[src/dtcr_top.sv]
// four-channel cycle-steal transfer engine: request latching, fixed priority,
// bus phase sequencing with per-side cycle counts, and a small register port.
// assumes one clock, a bus arbiter answering bus_req_o, and a cpu access strobe.
//
// Notes on behaviour
// a unit is a source read phase followed by a destination write phase.
// in expansion mode the byte pin also forces an 8-bit side.
// 16-bit unit at odd address on 16-bit bus needs two reads, two writes.
// 16-bit unit between two 8-bit sides: two byte reads, two byte writes.
// 8-bit source to 16-bit destination: two byte reads, one word write.
// 16-bit source to 8-bit destination: one word read, two byte writes.
// special function area or waited memory adds one cycle per access.
// 8-bit unit always one read and one write; 8-bit bus only in expansion.
// unit cycles equal reads times read coefficient plus writes times write one.
// triggers come from peripherals, software writes, or external pin edges.
// a request is served only while pending and mode is single or repeat.
// a pending request with mode disabled is dropped without transfer.
// reset puts every mode to disabled; software enables after setup.
// channel 0 wins over 1, 2, 3; one unit per grant.
// bus goes back after each unit; next start waits for one cpu access.
// pending bit clears at transfer start or while disabled.
// a request on an already pending channel merges into that one.
//////////////////////////////////////////////////////////////////////////////
package dtcr_pkg;
  localparam int         NCH       = 4;
  localparam logic [1:0] MODE_OFF  = 2'h0;
  localparam logic [1:0] MODE_SGL  = 2'h1;
  localparam logic [1:0] MODE_RPT  = 2'h3;
  localparam logic [3:0] ADDR_STAT = 4'h4;
  localparam int         F_MODE    = 0;
  localparam int         F_U16     = 2;
  localparam int         F_SW16    = 3;
  localparam int         F_DW16    = 4;
  localparam int         F_SODD    = 5;
  localparam int         F_DODD    = 6;
  localparam int         F_SJ      = 7;
  localparam int         F_DK      = 9;
  localparam int         F_SEL     = 11;
  localparam int         F_SSFA    = 13;
  localparam int         F_DSFA    = 14;
  localparam int         F_SWREQ   = 15;
  localparam logic [1:0] SEL_PER   = 2'h0;
  localparam logic [1:0] SEL_SOFT  = 2'h1;
  localparam logic [1:0] SEL_EXTF  = 2'h2;
  localparam logic [1:0] SEL_EXTB  = 2'h3;
  localparam logic [15:0] CFG_RST  = 16'h0000;
  localparam int         BUF_DEPTH = 2;
  typedef enum logic [1:0] {ST_IDLE, ST_RD, ST_WR, ST_GAP} dtcr_state_t;
endpackage
//////////////////////////////////////////////////////////////////////////////
module dtcr_top #(
  parameter int DW = 16
) (
  input  wire logic          clk_i,
  input  wire logic          sys_rst_i,
  input  wire logic          ce_i,
  input  wire logic [3:0]    reg_addr_i,
  input  wire logic [15:0]   reg_wdata_i,
  input  wire logic          reg_wr_i,
  input  wire logic          reg_rd_i,
  output logic      [15:0]   reg_rdata_o,
  input  wire logic [3:0]    periph_req_i,
  input  wire logic [3:0]    ext_int_i,
  input  wire logic          byte_pin_i,
  input  wire logic          mem_exp_i,
  input  wire logic          bus_gnt_i,
  input  wire logic          cpu_acc_done_i,
  input  wire logic          bus_rdy_i,
  input  wire logic [DW-1:0] bus_rdata_i,
  output logic               bus_req_o,
  output logic               bus_rd_o,
  output logic               bus_wr_o,
  output logic               bus_byte_o,
  output logic               bus_hi_o,
  output logic      [1:0]    bus_ch_o,
  output logic      [DW-1:0] bus_wdata_o,
  output logic               unit_done_o
);
  // two accesses when a 16-bit unit is split into bytes
  function automatic logic two_acc(input logic u16, input logic odd, input logic b8);
    return u16 & (odd | b8);
  endfunction
  // access length in cycles: base field plus one, plus one more for the special area
  function automatic logic [2:0] coef(input logic [1:0] base, input logic sfa);
    return {1'b0, base} + 3'h1 + {2'h0, sfa};
  endfunction
  // cycles one side takes for a unit
  function automatic logic [3:0] side_cyc(input logic two, input logic [2:0] eff);
    return two ? {eff, 1'b0} : {1'b0, eff};
  endfunction
  // lowest set index wins
  function automatic logic [1:0] pick(input logic [3:0] v);
    logic [1:0] r;
    r = 2'h0;
    for (int i = dtcr_pkg::NCH - 1; i >= 0; i--) begin
      if (v[i]) r = 2'(i);
    end
    return r;
  endfunction

  logic [15:0]   cfg_q [4];
  logic [15:0]   cfg_d [4];
  logic [3:0]    pend_q, pend_d, trig, elig, clr;
  logic [3:0]    ext_s1_q, ext_s2_q, ext_s3_q;
  logic          byte_s1_q, byte_s2_q;
  logic [15:0]   rdata_q, rdata_d;
  dtcr_pkg::dtcr_state_t st_q, st_d;
  logic [1:0]    ch_q, ch_d, win;
  logic          idx_q, idx_d, two_rd_q, two_rd_d, two_wr_q, two_wr_d;
  logic [2:0]    cnt_q, cnt_d, jeff_q, jeff_d, keff_q, keff_d;
  logic [7:0]    asm_q, asm_d, cyc_q, cyc_d;
  logic          start, push, pop, done;
  logic [DW-1:0] push_data;
  logic [DW-1:0] buf_q [dtcr_pkg::BUF_DEPTH];
  logic          wp_q, rp_q;
  logic [1:0]    fill_q;
  logic          buf_in_rdy, buf_out_vld;

  //////////////////////////////////////////////////////////////////////////////
  // pin synchronisers; only the second and third stages feed logic
  always_ff @(posedge clk_i or posedge sys_rst_i) begin
    if (sys_rst_i) begin
      ext_s1_q  <= 4'hf; // pins idle high: a zero here would fake an edge
      ext_s2_q  <= 4'hf;
      ext_s3_q  <= 4'hf;
      byte_s1_q <= 1'b0;
      byte_s2_q <= 1'b0;
    end else if (ce_i) begin
      ext_s1_q  <= ext_int_i;
      ext_s2_q  <= ext_s1_q;
      ext_s3_q  <= ext_s2_q;
      byte_s1_q <= byte_pin_i;
      byte_s2_q <= byte_s1_q;
    end
  end

  // trigger selection, pending latch and register port
  always_comb begin
    rdata_d = 16'h0000;
    for (int c = 0; c < dtcr_pkg::NCH; c++) begin
      cfg_d[c] = cfg_q[c];
      case (cfg_q[c][dtcr_pkg::F_SEL +: 2])
        dtcr_pkg::SEL_PER:  trig[c] = periph_req_i[c];
        dtcr_pkg::SEL_EXTF: trig[c] = ext_s3_q[c] & ~ext_s2_q[c];
        dtcr_pkg::SEL_EXTB: trig[c] = ext_s3_q[c] ^ ext_s2_q[c];
        default:            trig[c] = 1'b0;
      endcase
      if (reg_wr_i && reg_addr_i == 4'(c)) begin
        cfg_d[c] = {1'b0, reg_wdata_i[14:0]};
        // software request bit is a strobe, never stored
        if (reg_wdata_i[dtcr_pkg::F_SWREQ] && reg_wdata_i[dtcr_pkg::F_SEL +: 2] == dtcr_pkg::SEL_SOFT) begin
          trig[c] = 1'b1;
        end
      end
      elig[c] = pend_q[c] && (cfg_q[c][1:0] == dtcr_pkg::MODE_SGL || cfg_q[c][1:0] == dtcr_pkg::MODE_RPT);
      clr[c]  = start && win == 2'(c);
      // a new trigger beats the start clear, extra triggers merge
      pend_d[c] = (pend_q[c] & ~clr[c]) | trig[c];
      // disabled wins over any trigger: requests are dropped
      if (cfg_q[c][1:0] == dtcr_pkg::MODE_OFF) pend_d[c] = 1'b0;
    end
    if (reg_rd_i) begin
      if (reg_addr_i < dtcr_pkg::ADDR_STAT) rdata_d = cfg_q[reg_addr_i[1:0]];
      else if (reg_addr_i == dtcr_pkg::ADDR_STAT) rdata_d = {cyc_q, 1'b0, ch_q, st_q != dtcr_pkg::ST_IDLE, pend_q};
    end
  end

  always_ff @(posedge clk_i or posedge sys_rst_i) begin
    if (sys_rst_i) begin
      for (int c = 0; c < dtcr_pkg::NCH; c++) cfg_q[c] <= dtcr_pkg::CFG_RST;
      pend_q  <= 4'h0;
      rdata_q <= 16'h0000;
    end else if (ce_i) begin
      for (int c = 0; c < dtcr_pkg::NCH; c++) cfg_q[c] <= cfg_d[c];
      pend_q  <= pend_d;
      rdata_q <= rdata_d;
    end
  end

  assign reg_rdata_o = rdata_q;

  property p_off_drop;
    @(posedge clk_i) disable iff (sys_rst_i)
      ce_i && cfg_q[0][1:0] == dtcr_pkg::MODE_OFF |=> !pend_q[0];
  endproperty
  a_off_drop: assert property (p_off_drop) else $error("pending kept while disabled");

  property p_merge;
    @(posedge clk_i) disable iff (sys_rst_i)
      ce_i && trig[1] && cfg_q[1][1:0] != dtcr_pkg::MODE_OFF |=> pend_q[1];
  endproperty
  a_merge: assert property (p_merge) else $error("trigger lost");

  //////////////////////////////////////////////////////////////////////////////
  // unit sequencer: grant, read phase, write phase, then give way to the cpu
  assign win = pick(elig);
  always_comb begin
    logic [15:0] cf;
    logic        sb8, db8;
    cf = cfg_q[win];
    // the 8-bit side only exists off-chip, in expansion mode
    sb8 = mem_exp_i & (~cf[dtcr_pkg::F_SW16] | byte_s2_q);
    db8 = mem_exp_i & (~cf[dtcr_pkg::F_DW16] | byte_s2_q);
    st_d = st_q;  ch_d = ch_q;  idx_d = idx_q;  cnt_d = cnt_q;
    two_rd_d = two_rd_q;  two_wr_d = two_wr_q;
    jeff_d = jeff_q;  keff_d = keff_q;  asm_d = asm_q;  cyc_d = cyc_q;
    start = 1'b0;  push = 1'b0;  pop = 1'b0;  done = 1'b0;
    push_data = two_rd_q ? {bus_rdata_i[7:0], asm_q} : bus_rdata_i;
    case (st_q)
      dtcr_pkg::ST_IDLE: begin
        if (|elig && bus_gnt_i) begin
          start    = 1'b1;
          st_d     = dtcr_pkg::ST_RD;
          ch_d     = win;
          idx_d    = 1'b0;
          two_rd_d = two_acc(cf[dtcr_pkg::F_U16], cf[dtcr_pkg::F_SODD], sb8);
          two_wr_d = two_acc(cf[dtcr_pkg::F_U16], cf[dtcr_pkg::F_DODD], db8);
          jeff_d   = coef(cf[dtcr_pkg::F_SJ +: 2], cf[dtcr_pkg::F_SSFA]);
          keff_d   = coef(cf[dtcr_pkg::F_DK +: 2], cf[dtcr_pkg::F_DSFA]);
          cnt_d    = jeff_d;
          cyc_d    = 8'(side_cyc(two_rd_d, jeff_d)) + 8'(side_cyc(two_wr_d, keff_d));
        end
      end
      dtcr_pkg::ST_RD: begin
        if (cnt_q != 3'h1) cnt_d = cnt_q - 3'h1;
        else if (bus_rdy_i) begin
          if (two_rd_q && !idx_q) begin
            asm_d = bus_rdata_i[7:0];
            idx_d = 1'b1;
            cnt_d = jeff_q;
          end else if (buf_in_rdy) begin // a full buffer holds the read open
            push  = 1'b1;
            st_d  = dtcr_pkg::ST_WR;
            idx_d = 1'b0;
            cnt_d = keff_q;
          end
        end
      end
      dtcr_pkg::ST_WR: begin
        if (cnt_q != 3'h1) cnt_d = cnt_q - 3'h1;
        else if (bus_rdy_i && buf_out_vld) begin
          if (two_wr_q && !idx_q) begin
            idx_d = 1'b1;
            cnt_d = keff_q;
          end else begin
            pop  = 1'b1;
            done = 1'b1;
            st_d = dtcr_pkg::ST_GAP;
          end
        end
      end
      dtcr_pkg::ST_GAP: begin
        if (cpu_acc_done_i) st_d = dtcr_pkg::ST_IDLE;
      end
      default: st_d = dtcr_pkg::ST_IDLE;
    endcase
  end

  always_ff @(posedge clk_i or posedge sys_rst_i) begin
    if (sys_rst_i) begin
      st_q <= dtcr_pkg::ST_IDLE;  ch_q <= 2'h0;  idx_q <= 1'b0;  cnt_q <= 3'h1;
      two_rd_q <= 1'b0;  two_wr_q <= 1'b0;  jeff_q <= 3'h1;  keff_q <= 3'h1;
      asm_q <= 8'h00;  cyc_q <= 8'h00;
    end else if (ce_i) begin
      st_q <= st_d;  ch_q <= ch_d;  idx_q <= idx_d;  cnt_q <= cnt_d;
      two_rd_q <= two_rd_d;  two_wr_q <= two_wr_d;  jeff_q <= jeff_d;  keff_q <= keff_d;
      asm_q <= asm_d;  cyc_q <= cyc_d;
    end
  end

  // phase outputs decode from the flops; unit_done_o also follows bus_rdy_i and ce_i
  assign bus_req_o   = (st_q == dtcr_pkg::ST_IDLE && |elig) || st_q == dtcr_pkg::ST_RD || st_q == dtcr_pkg::ST_WR;
  assign bus_rd_o    = st_q == dtcr_pkg::ST_RD;
  assign bus_wr_o    = st_q == dtcr_pkg::ST_WR && buf_out_vld;
  assign bus_byte_o  = bus_rd_o ? two_rd_q : (bus_wr_o & two_wr_q);
  assign bus_hi_o    = bus_byte_o & idx_q;
  assign bus_ch_o    = ch_q;
  assign unit_done_o = done & ce_i;

  property p_prio;
    @(posedge clk_i) disable iff (sys_rst_i)
      ce_i && start && elig[0] |-> win == 2'h0;
  endproperty
  a_prio: assert property (p_prio) else $error("channel 0 skipped");

  property p_start_clr;
    @(posedge clk_i) disable iff (sys_rst_i)
      ce_i && start && !trig[win] |=> !pend_q[ch_q];
  endproperty
  a_start_clr: assert property (p_start_clr) else $error("pending not cleared at start");

  property p_gap;
    @(posedge clk_i) disable iff (sys_rst_i)
      ce_i && done |=> st_q == dtcr_pkg::ST_GAP && !bus_req_o;
  endproperty
  a_gap: assert property (p_gap) else $error("bus kept after unit");

  property p_byte_unit;
    @(posedge clk_i) disable iff (sys_rst_i)
      ce_i && start && !cfg_q[win][dtcr_pkg::F_U16] |=> !two_rd_q && !two_wr_q;
  endproperty
  a_byte_unit: assert property (p_byte_unit) else $error("8-bit unit split");

  property p_narrow;
    @(posedge clk_i) disable iff (sys_rst_i)
      ce_i && start && cfg_q[win][dtcr_pkg::F_U16] && mem_exp_i && !cfg_q[win][dtcr_pkg::F_SW16] |=> two_rd_q;
  endproperty
  a_narrow: assert property (p_narrow) else $error("8-bit source read once");

  property p_cycles;
    @(posedge clk_i) disable iff (sys_rst_i)
      ce_i && start |=> cyc_q == ({5'h00, jeff_q} << two_rd_q) + ({5'h00, keff_q} << two_wr_q);
  endproperty
  a_cycles: assert property (p_cycles) else $error("unit cycle total wrong");

  property p_rd_first;
    @(posedge clk_i) disable iff (sys_rst_i)
      ce_i && start |=> bus_rd_o && !bus_wr_o;
  endproperty
  a_rd_first: assert property (p_rd_first) else $error("unit did not open with a read");

  //////////////////////////////////////////////////////////////////////////////
  // two-entry buffer between read and write phase
  assign buf_in_rdy  = fill_q != 2'(dtcr_pkg::BUF_DEPTH);
  assign buf_out_vld = fill_q != 2'h0;
  assign bus_wdata_o = buf_q[rp_q];
  always_ff @(posedge clk_i or posedge sys_rst_i) begin
    if (sys_rst_i) begin
      for (int i = 0; i < dtcr_pkg::BUF_DEPTH; i++) buf_q[i] <= '0;
      wp_q <= 1'b0;  rp_q <= 1'b0;  fill_q <= 2'h0;
    end else if (ce_i) begin
      if (push) buf_q[wp_q] <= push_data;
      wp_q   <= wp_q ^ push;
      rp_q   <= rp_q ^ pop;
      fill_q <= fill_q + {1'b0, push} - {1'b0, pop};
    end
  end
endmodule // dtcr_top

[config.mk]
export PLATFORM = sky130hd
export DESIGN_NAME = dtcr_top
export DESIGN_NICKNAME = d
export VERILOG_FILES = /design/src/dtcr_top.sv
export SDC_FILE = /design/constraint.sdc
export NUM_CORES = 1
export LEC_CHECK = 0
export ABC_CLOCK_PERIOD_IN_PS = 6100
export BUFFER_PORTS_ARGS = -buffer_cell sky130_fd_sc_hd__buf_2
export CORE_UTILIZATION = 50
export DETAILED_ROUTE_END_ITERATION = 6
export PLACE_DENSITY = 0.73
export SLEW_MARGIN = 20
export SYNTH_ARGS = -nofsm -noshare
export SYNTH_HDL_FRONTEND = slang
export SYNTH_SLANG_ARGS = --single-unit
export TNS_END_PERCENT = 1
[constraint.sdc]
create_clock -name clk_i -period 6.1 [get_ports clk_i]
set_clock_uncertainty 0.1 [all_clocks]
set_input_delay 1.83 -clock clk_i [delete_from_list [all_inputs] [get_ports clk_i]]
set_output_delay 1.83 -clock clk_i [all_outputs]
set_load 0.01 [all_outputs]
==> After elaboration in Yosys (flattened, before gate mapping) <==
Cells that the tools add are included.
{ "op_classes": {"n_addsub": 8, "mul": 0, "div": 0, "n_lt_le_gt_ge": 6, "eq_ne": 44, "shifts": 0, "mux": 78, "n_bitwise": 44, "reduce_logical": 52} }
{ "op_table": {"columns": ["operator", "n"], "rows": [
  ["16-bit 2-to-1 mux", 10],
  ["16-bit binary-select mux with 2-bit select", 2],
  ["32-bit bitwise mux", 1],
  ["2-bit equality test, second input constant", 16],
  ["1-bit 2-to-1 mux", 32],
  ["15-bit 2-to-1 mux", 2],
  ["2-bit 2-to-1 mux", 13],
  ["3-bit 2-to-1 mux", 8],
  ["1-bit logical AND", 20],
  ["2-bit zero test", 10],
  ["2-bit != test, second input constant", 10],
  ["16-bit demux with 1-bit select", 1],
  ["1-bit bitwise AND", 15],
  ["1-bit one-hot mux with 3 select lines", 5],
  ["2-bit by 1-bit equality test with 1-bit output, second input constant", 7],
  ["1-bit NOT", 11],
  ["10-bit AND reduction", 1],
  ["2-bit AND reduction", 5],
  ["3-bit one-hot mux with 3 select lines", 1],
  ["9-bit AND reduction", 1],
  ["4-bit by 2-bit equality test with 1-bit output, second input constant", 2],
  ["4-bit 2-to-1 mux", 2],
  ["1-bit OR", 8],
  ["2-bit one-hot mux with 4 select lines", 1],
  ["other kinds (29)", 48]
]} }
{ "totals": {"reg_bits": 162, "latch_bits": 0, "ram_bits": 0, "romBits": 0, "input_bits": 54, "output_inout_bits": 40, "elab_cells": 258, "n_memories": 0} }

==> Depth between registers and ports, before layout <==
{ "depth": {"word_depth": 18, "depth_mapped": 16, "mapped_depth_nobuf": 15} }

==> Worst setup path before layout <==
No wires, ideal clock.
{ "synth_path": {"path_kind": "input -> output", "startpoint": "input bus_rdy_i", "endpoint": "output unit_done_o", "t_arrival_ps": 2185, "required_ps": 4170, "setup_slack_ps": 1985, "cell_stages": 2, "path_buffers": 0, "cell_sequence": "nand3_1 > nor2_1"} }
{ "synth_via": {"elab_chain_cells": 5} }
{ "synth_lines": {"columns": ["element", "line", "text"], "rows": [
  ["start: declaration", "68", "input wire logic bus_rdy_i,"],
  ["1-bit logical AND", "241", "else if (bus_rdy_i && buf_out_vld) begin"],
  ["1-bit 2-to-1 mux", "241", null],
  ["1-bit 2-to-1 mux", "240", "if (cnt_q != 3'h1) cnt_d = cnt_q - 3'h1;"],
  ["1-bit 2-to-1 mux", "209", "case (st_q)"],
  ["1-bit bitwise AND", "278", "assign unit_done_o = done & ce_i;"],
  ["end: declaration", "77", "output logic unit_done_o"]
]} }
No other way between the ends.

==> Worst setup path in the final report <==
Ends and elaborated chain as after synthesis.

==> out/qor.csv <==
metric;value;unit
status;finished clean;
synth.distinct_cells;60;
synth_cells;690;
avgSynthCellArea;11.7;um2
cts_setup_buffers;0;
yosysWarnings;0;
num_antenna_cells;0;
synth_simple_gate_area_share;9.66;%
cap_violations;0;
clock.fmax;0.227;GHz
grt_pass1_wl;30000;um
ant_nets;0;
period_minus_slack;4410;ps
post_cts_resized;0;
synthFlopType;dfrtp_1;
floorplan.initialDensity;52.1;%
path_cells;buf_2, nand3_1, nor2_1, buf_2;
grt_usage;23.7;%
r2r_cells;14;
hold_viol;0;
setup_viol;0;
vias;5772;
cts_tree;yes;
vias_per_cell;5.81;
synth-edff-count;0;
final-seq-area;0.00397;mm2
place_hpwl;12400;um
drt_iter0_drc;373;
crit_top_cell;buf_2;
yosys.area_share.xor_xnor;0.654;%
cts-buffers-inserted;17;
grt_pass1_vias;5896;
r2r-start;cfg_q[32]$_DFFE_PP0P_;
numPortBuffers;92;
synth_fa_ha_area_share;3.36;%
final.period_utilization;72.4;%
die_y;129;um
fin_nets;845;
cp-startpoint;bus_rdy_i;
fillers;1292;
max_stage_delay;220;ps
slew_headroom;26.6;%
vdd_drop_max;276;uV
hold_buffers;0;
r2r_slack;2480;ps
routed_wl;18400;um
finalSetupTns;0;ps
multiInputGateArea;0.00380;mm2
worst-path-max-fanout;5;
crit_path_end_kind;primary output;
cp-start-kind;primary input;
utilization;59.7;%
num_io_pins;94;
slowest_stage;nor2_1;
overflow;0;
path_class;primary input to primary output;
cts.clk_slew.worst_paths;60;ps
routedWlPerCell;18.5;um
power_density;419;mW/mm2
antenna_found_initial;0;
worst_hold_path.num_cells;2;
dr.pass1.iters;5;
cp-endpoint;unit_done_o;
cts_max_path_buffers;2;
rr_endpoint;cyc_q[3]$_DFFE_PP0P_;
syn_nets;765;
insertion_delay;420;ps
std_cell_rows;45;
synth_top_family_by_area;multiplexers;
layout-drive-gt1-share;34.6;%
crit_buf_inv;2;
worstPathRequired;4170;ps
drc;0;
synth_seq_area_share;49.4;%
synth_mux_area_share;22.3;%
crit_family;simple AND/OR/NAND/NOR gates;
yosys_register_bits;158;
power.leakage;0.00431;uW
hold_path_class;flip-flop to flip-flop;
globalplace.congestion;0.834;
rsz0062_at_grt;false;
area_growth;14.6;%
cp.depth;4;
worst_pin_slew;1100;ps
htreeDepth;4;
cts_sinks;158;
die_x;129;um
grt_max_degree;159;
root_buffer;clkbuf_16;
syn_area;0.00804;mm2
core_area;0.0154;mm2
arrival;2490;ps
synthArstFlopShare;100;%
synth_compound_area_share;11.2;%
maxSlewViolCount;0;
dieArea;0.0166;mm2
## cells in the mapped netlist, drive strengths merged, types with 5 or more instances
master	instances	area [um2]
mux4	15	338
nand2	69	274
clkbuf	20	76.3
nor2b	18	113
inv	30	113
buf	14	82.6
and2	5	32.5
a221o	11	110
o21ai	43	215
ha	20	250
a21oi	27	150
nor2	39	154
nor3	7	35.0
nand3	10	55.1
mux2i	26	260
o22ai	8	50.1
dfrtp	143	3580
dfstp	15	394
mux2	105	1190
o221ai	6	52.6
## area by class of cell
cell class	count	share of cell area [%]
Inverter	30	1.26
Clock inverter	10	1.25
Clock buffer	22	4.93
Timing Repair Buffer	95	5.38
Tap cell	211	2.87
Multi-Input combinational cell	468	41.2
Sequential cell	158	43.1
## cells in the final DEF, fill, tap and decap left out, drive strengths merged, types with 5 or more instances in the layout
cell,count
nor2,39
a221o,11
nor2b,18
mux2i,26
dfstp,15
mux4,15
dfrtp,143
o21ai,43
o221ai,6
o22ai,8
ha,20
nand2,69
nor3,7
and2,5
clkbuf,22
a21oi,27
buf,95
inv,30
mux2,105
nand3,10
## cells by family after synthesis
| group | after synthesis |
|---|---|
| multiplexers | 146 |
| adder cells (fa/ha/maj) | 21 |
| XOR/XNOR | 6 |
| AND/OR/NAND/NOR | 164 |
| AO/OA/AOI/OAI | 130 |
| other | 1 |
| buffers and inverters | 64 |
| flip-flops | 158 |
## through the flow
stage / cells / cell area, um2 / total power, uW / hold WS, ps / setup WS (ps)
2_1_floorplan: 690 / 8040 / 2470 / 344 / 1990
3_3_place_gp: 962 / 8640 / 2770 / 355 / 1760
3_5_place_dp: 962 / 8640 / 2830 / 365 / 1700
4_1_cts: 994 / 9210 / 3870 / 381 / 1700
5_1_grt: 994 / 9210 / 4090 / 403 / 1650
6_report: 994 / 9210 / 3860 / 378 / 1690
## worst min-delay path, delay by kind of cell, from the launching register on
kind / cells / cell delay [ps]
flops: 1 / 340
compound gates: 1 / 60
simple gates: 1 / 40
## how the worst min path moves through the flow
stage | start | end | slack, ps
final | buf_q[15]$_DFFE_PP0P_ | buf_q[15]$_DFFE_PP0P_ | 380
after global routing | ext_s1_q[1]$_DFFE_PP1P_ | ext_s2_q[1]$_DFFE_PP1P_ | 400
after global placement | buf_q[3]$_DFFE_PP0P_ | buf_q[3]$_DFFE_PP0P_ | 360
after CTS | buf_q[13]$_DFFE_PP0P_ | buf_q[13]$_DFFE_PP0P_ | 380
after detailed placement | buf_q[6]$_DFFE_PP0P_ | buf_q[6]$_DFFE_PP0P_ | 370
after floorplan | buf_q[0]$_DFFE_PP0P_ | buf_q[0]$_DFFE_PP0P_ | 340
## registers in the layout (all words and copies together), names as in the netlist, 3 cells and up
signal       flops
cfg_q           60
buf_q           32
reg_rdata_o     15
asm_q            8
cyc_q            5
ext_s1_q         4
ext_s2_q         4
ext_s3_q         4
pend_q           4
cnt_q            3
jeff_q           3
keff_q           3
## where the power goes
part / internal [uW] / switching, uW / total [uW] / leakage (uW)
Sequential: 1330 / 234 / 1560 / 0.00203
Clock: 613 / 416 / 1030 / 0.000270
Combinational: 615 / 653 / 1270 / 0.00201
Total: 2560 / 1300 / 3860 / 0.00431
## routing by layer
layer  up-vias  part of all wire [%]  routed length [um]  GRT usage, %
met5         -                     0                   0             0
met4         0                   2.2                 409          9.69
met3        31                   4.7                 858          5.20
met2       172                    50                9190          39.9
met1      2912                    43                7980          29.7
li1       2657                     -                   -             -
(Power assumes the default switching activity.)
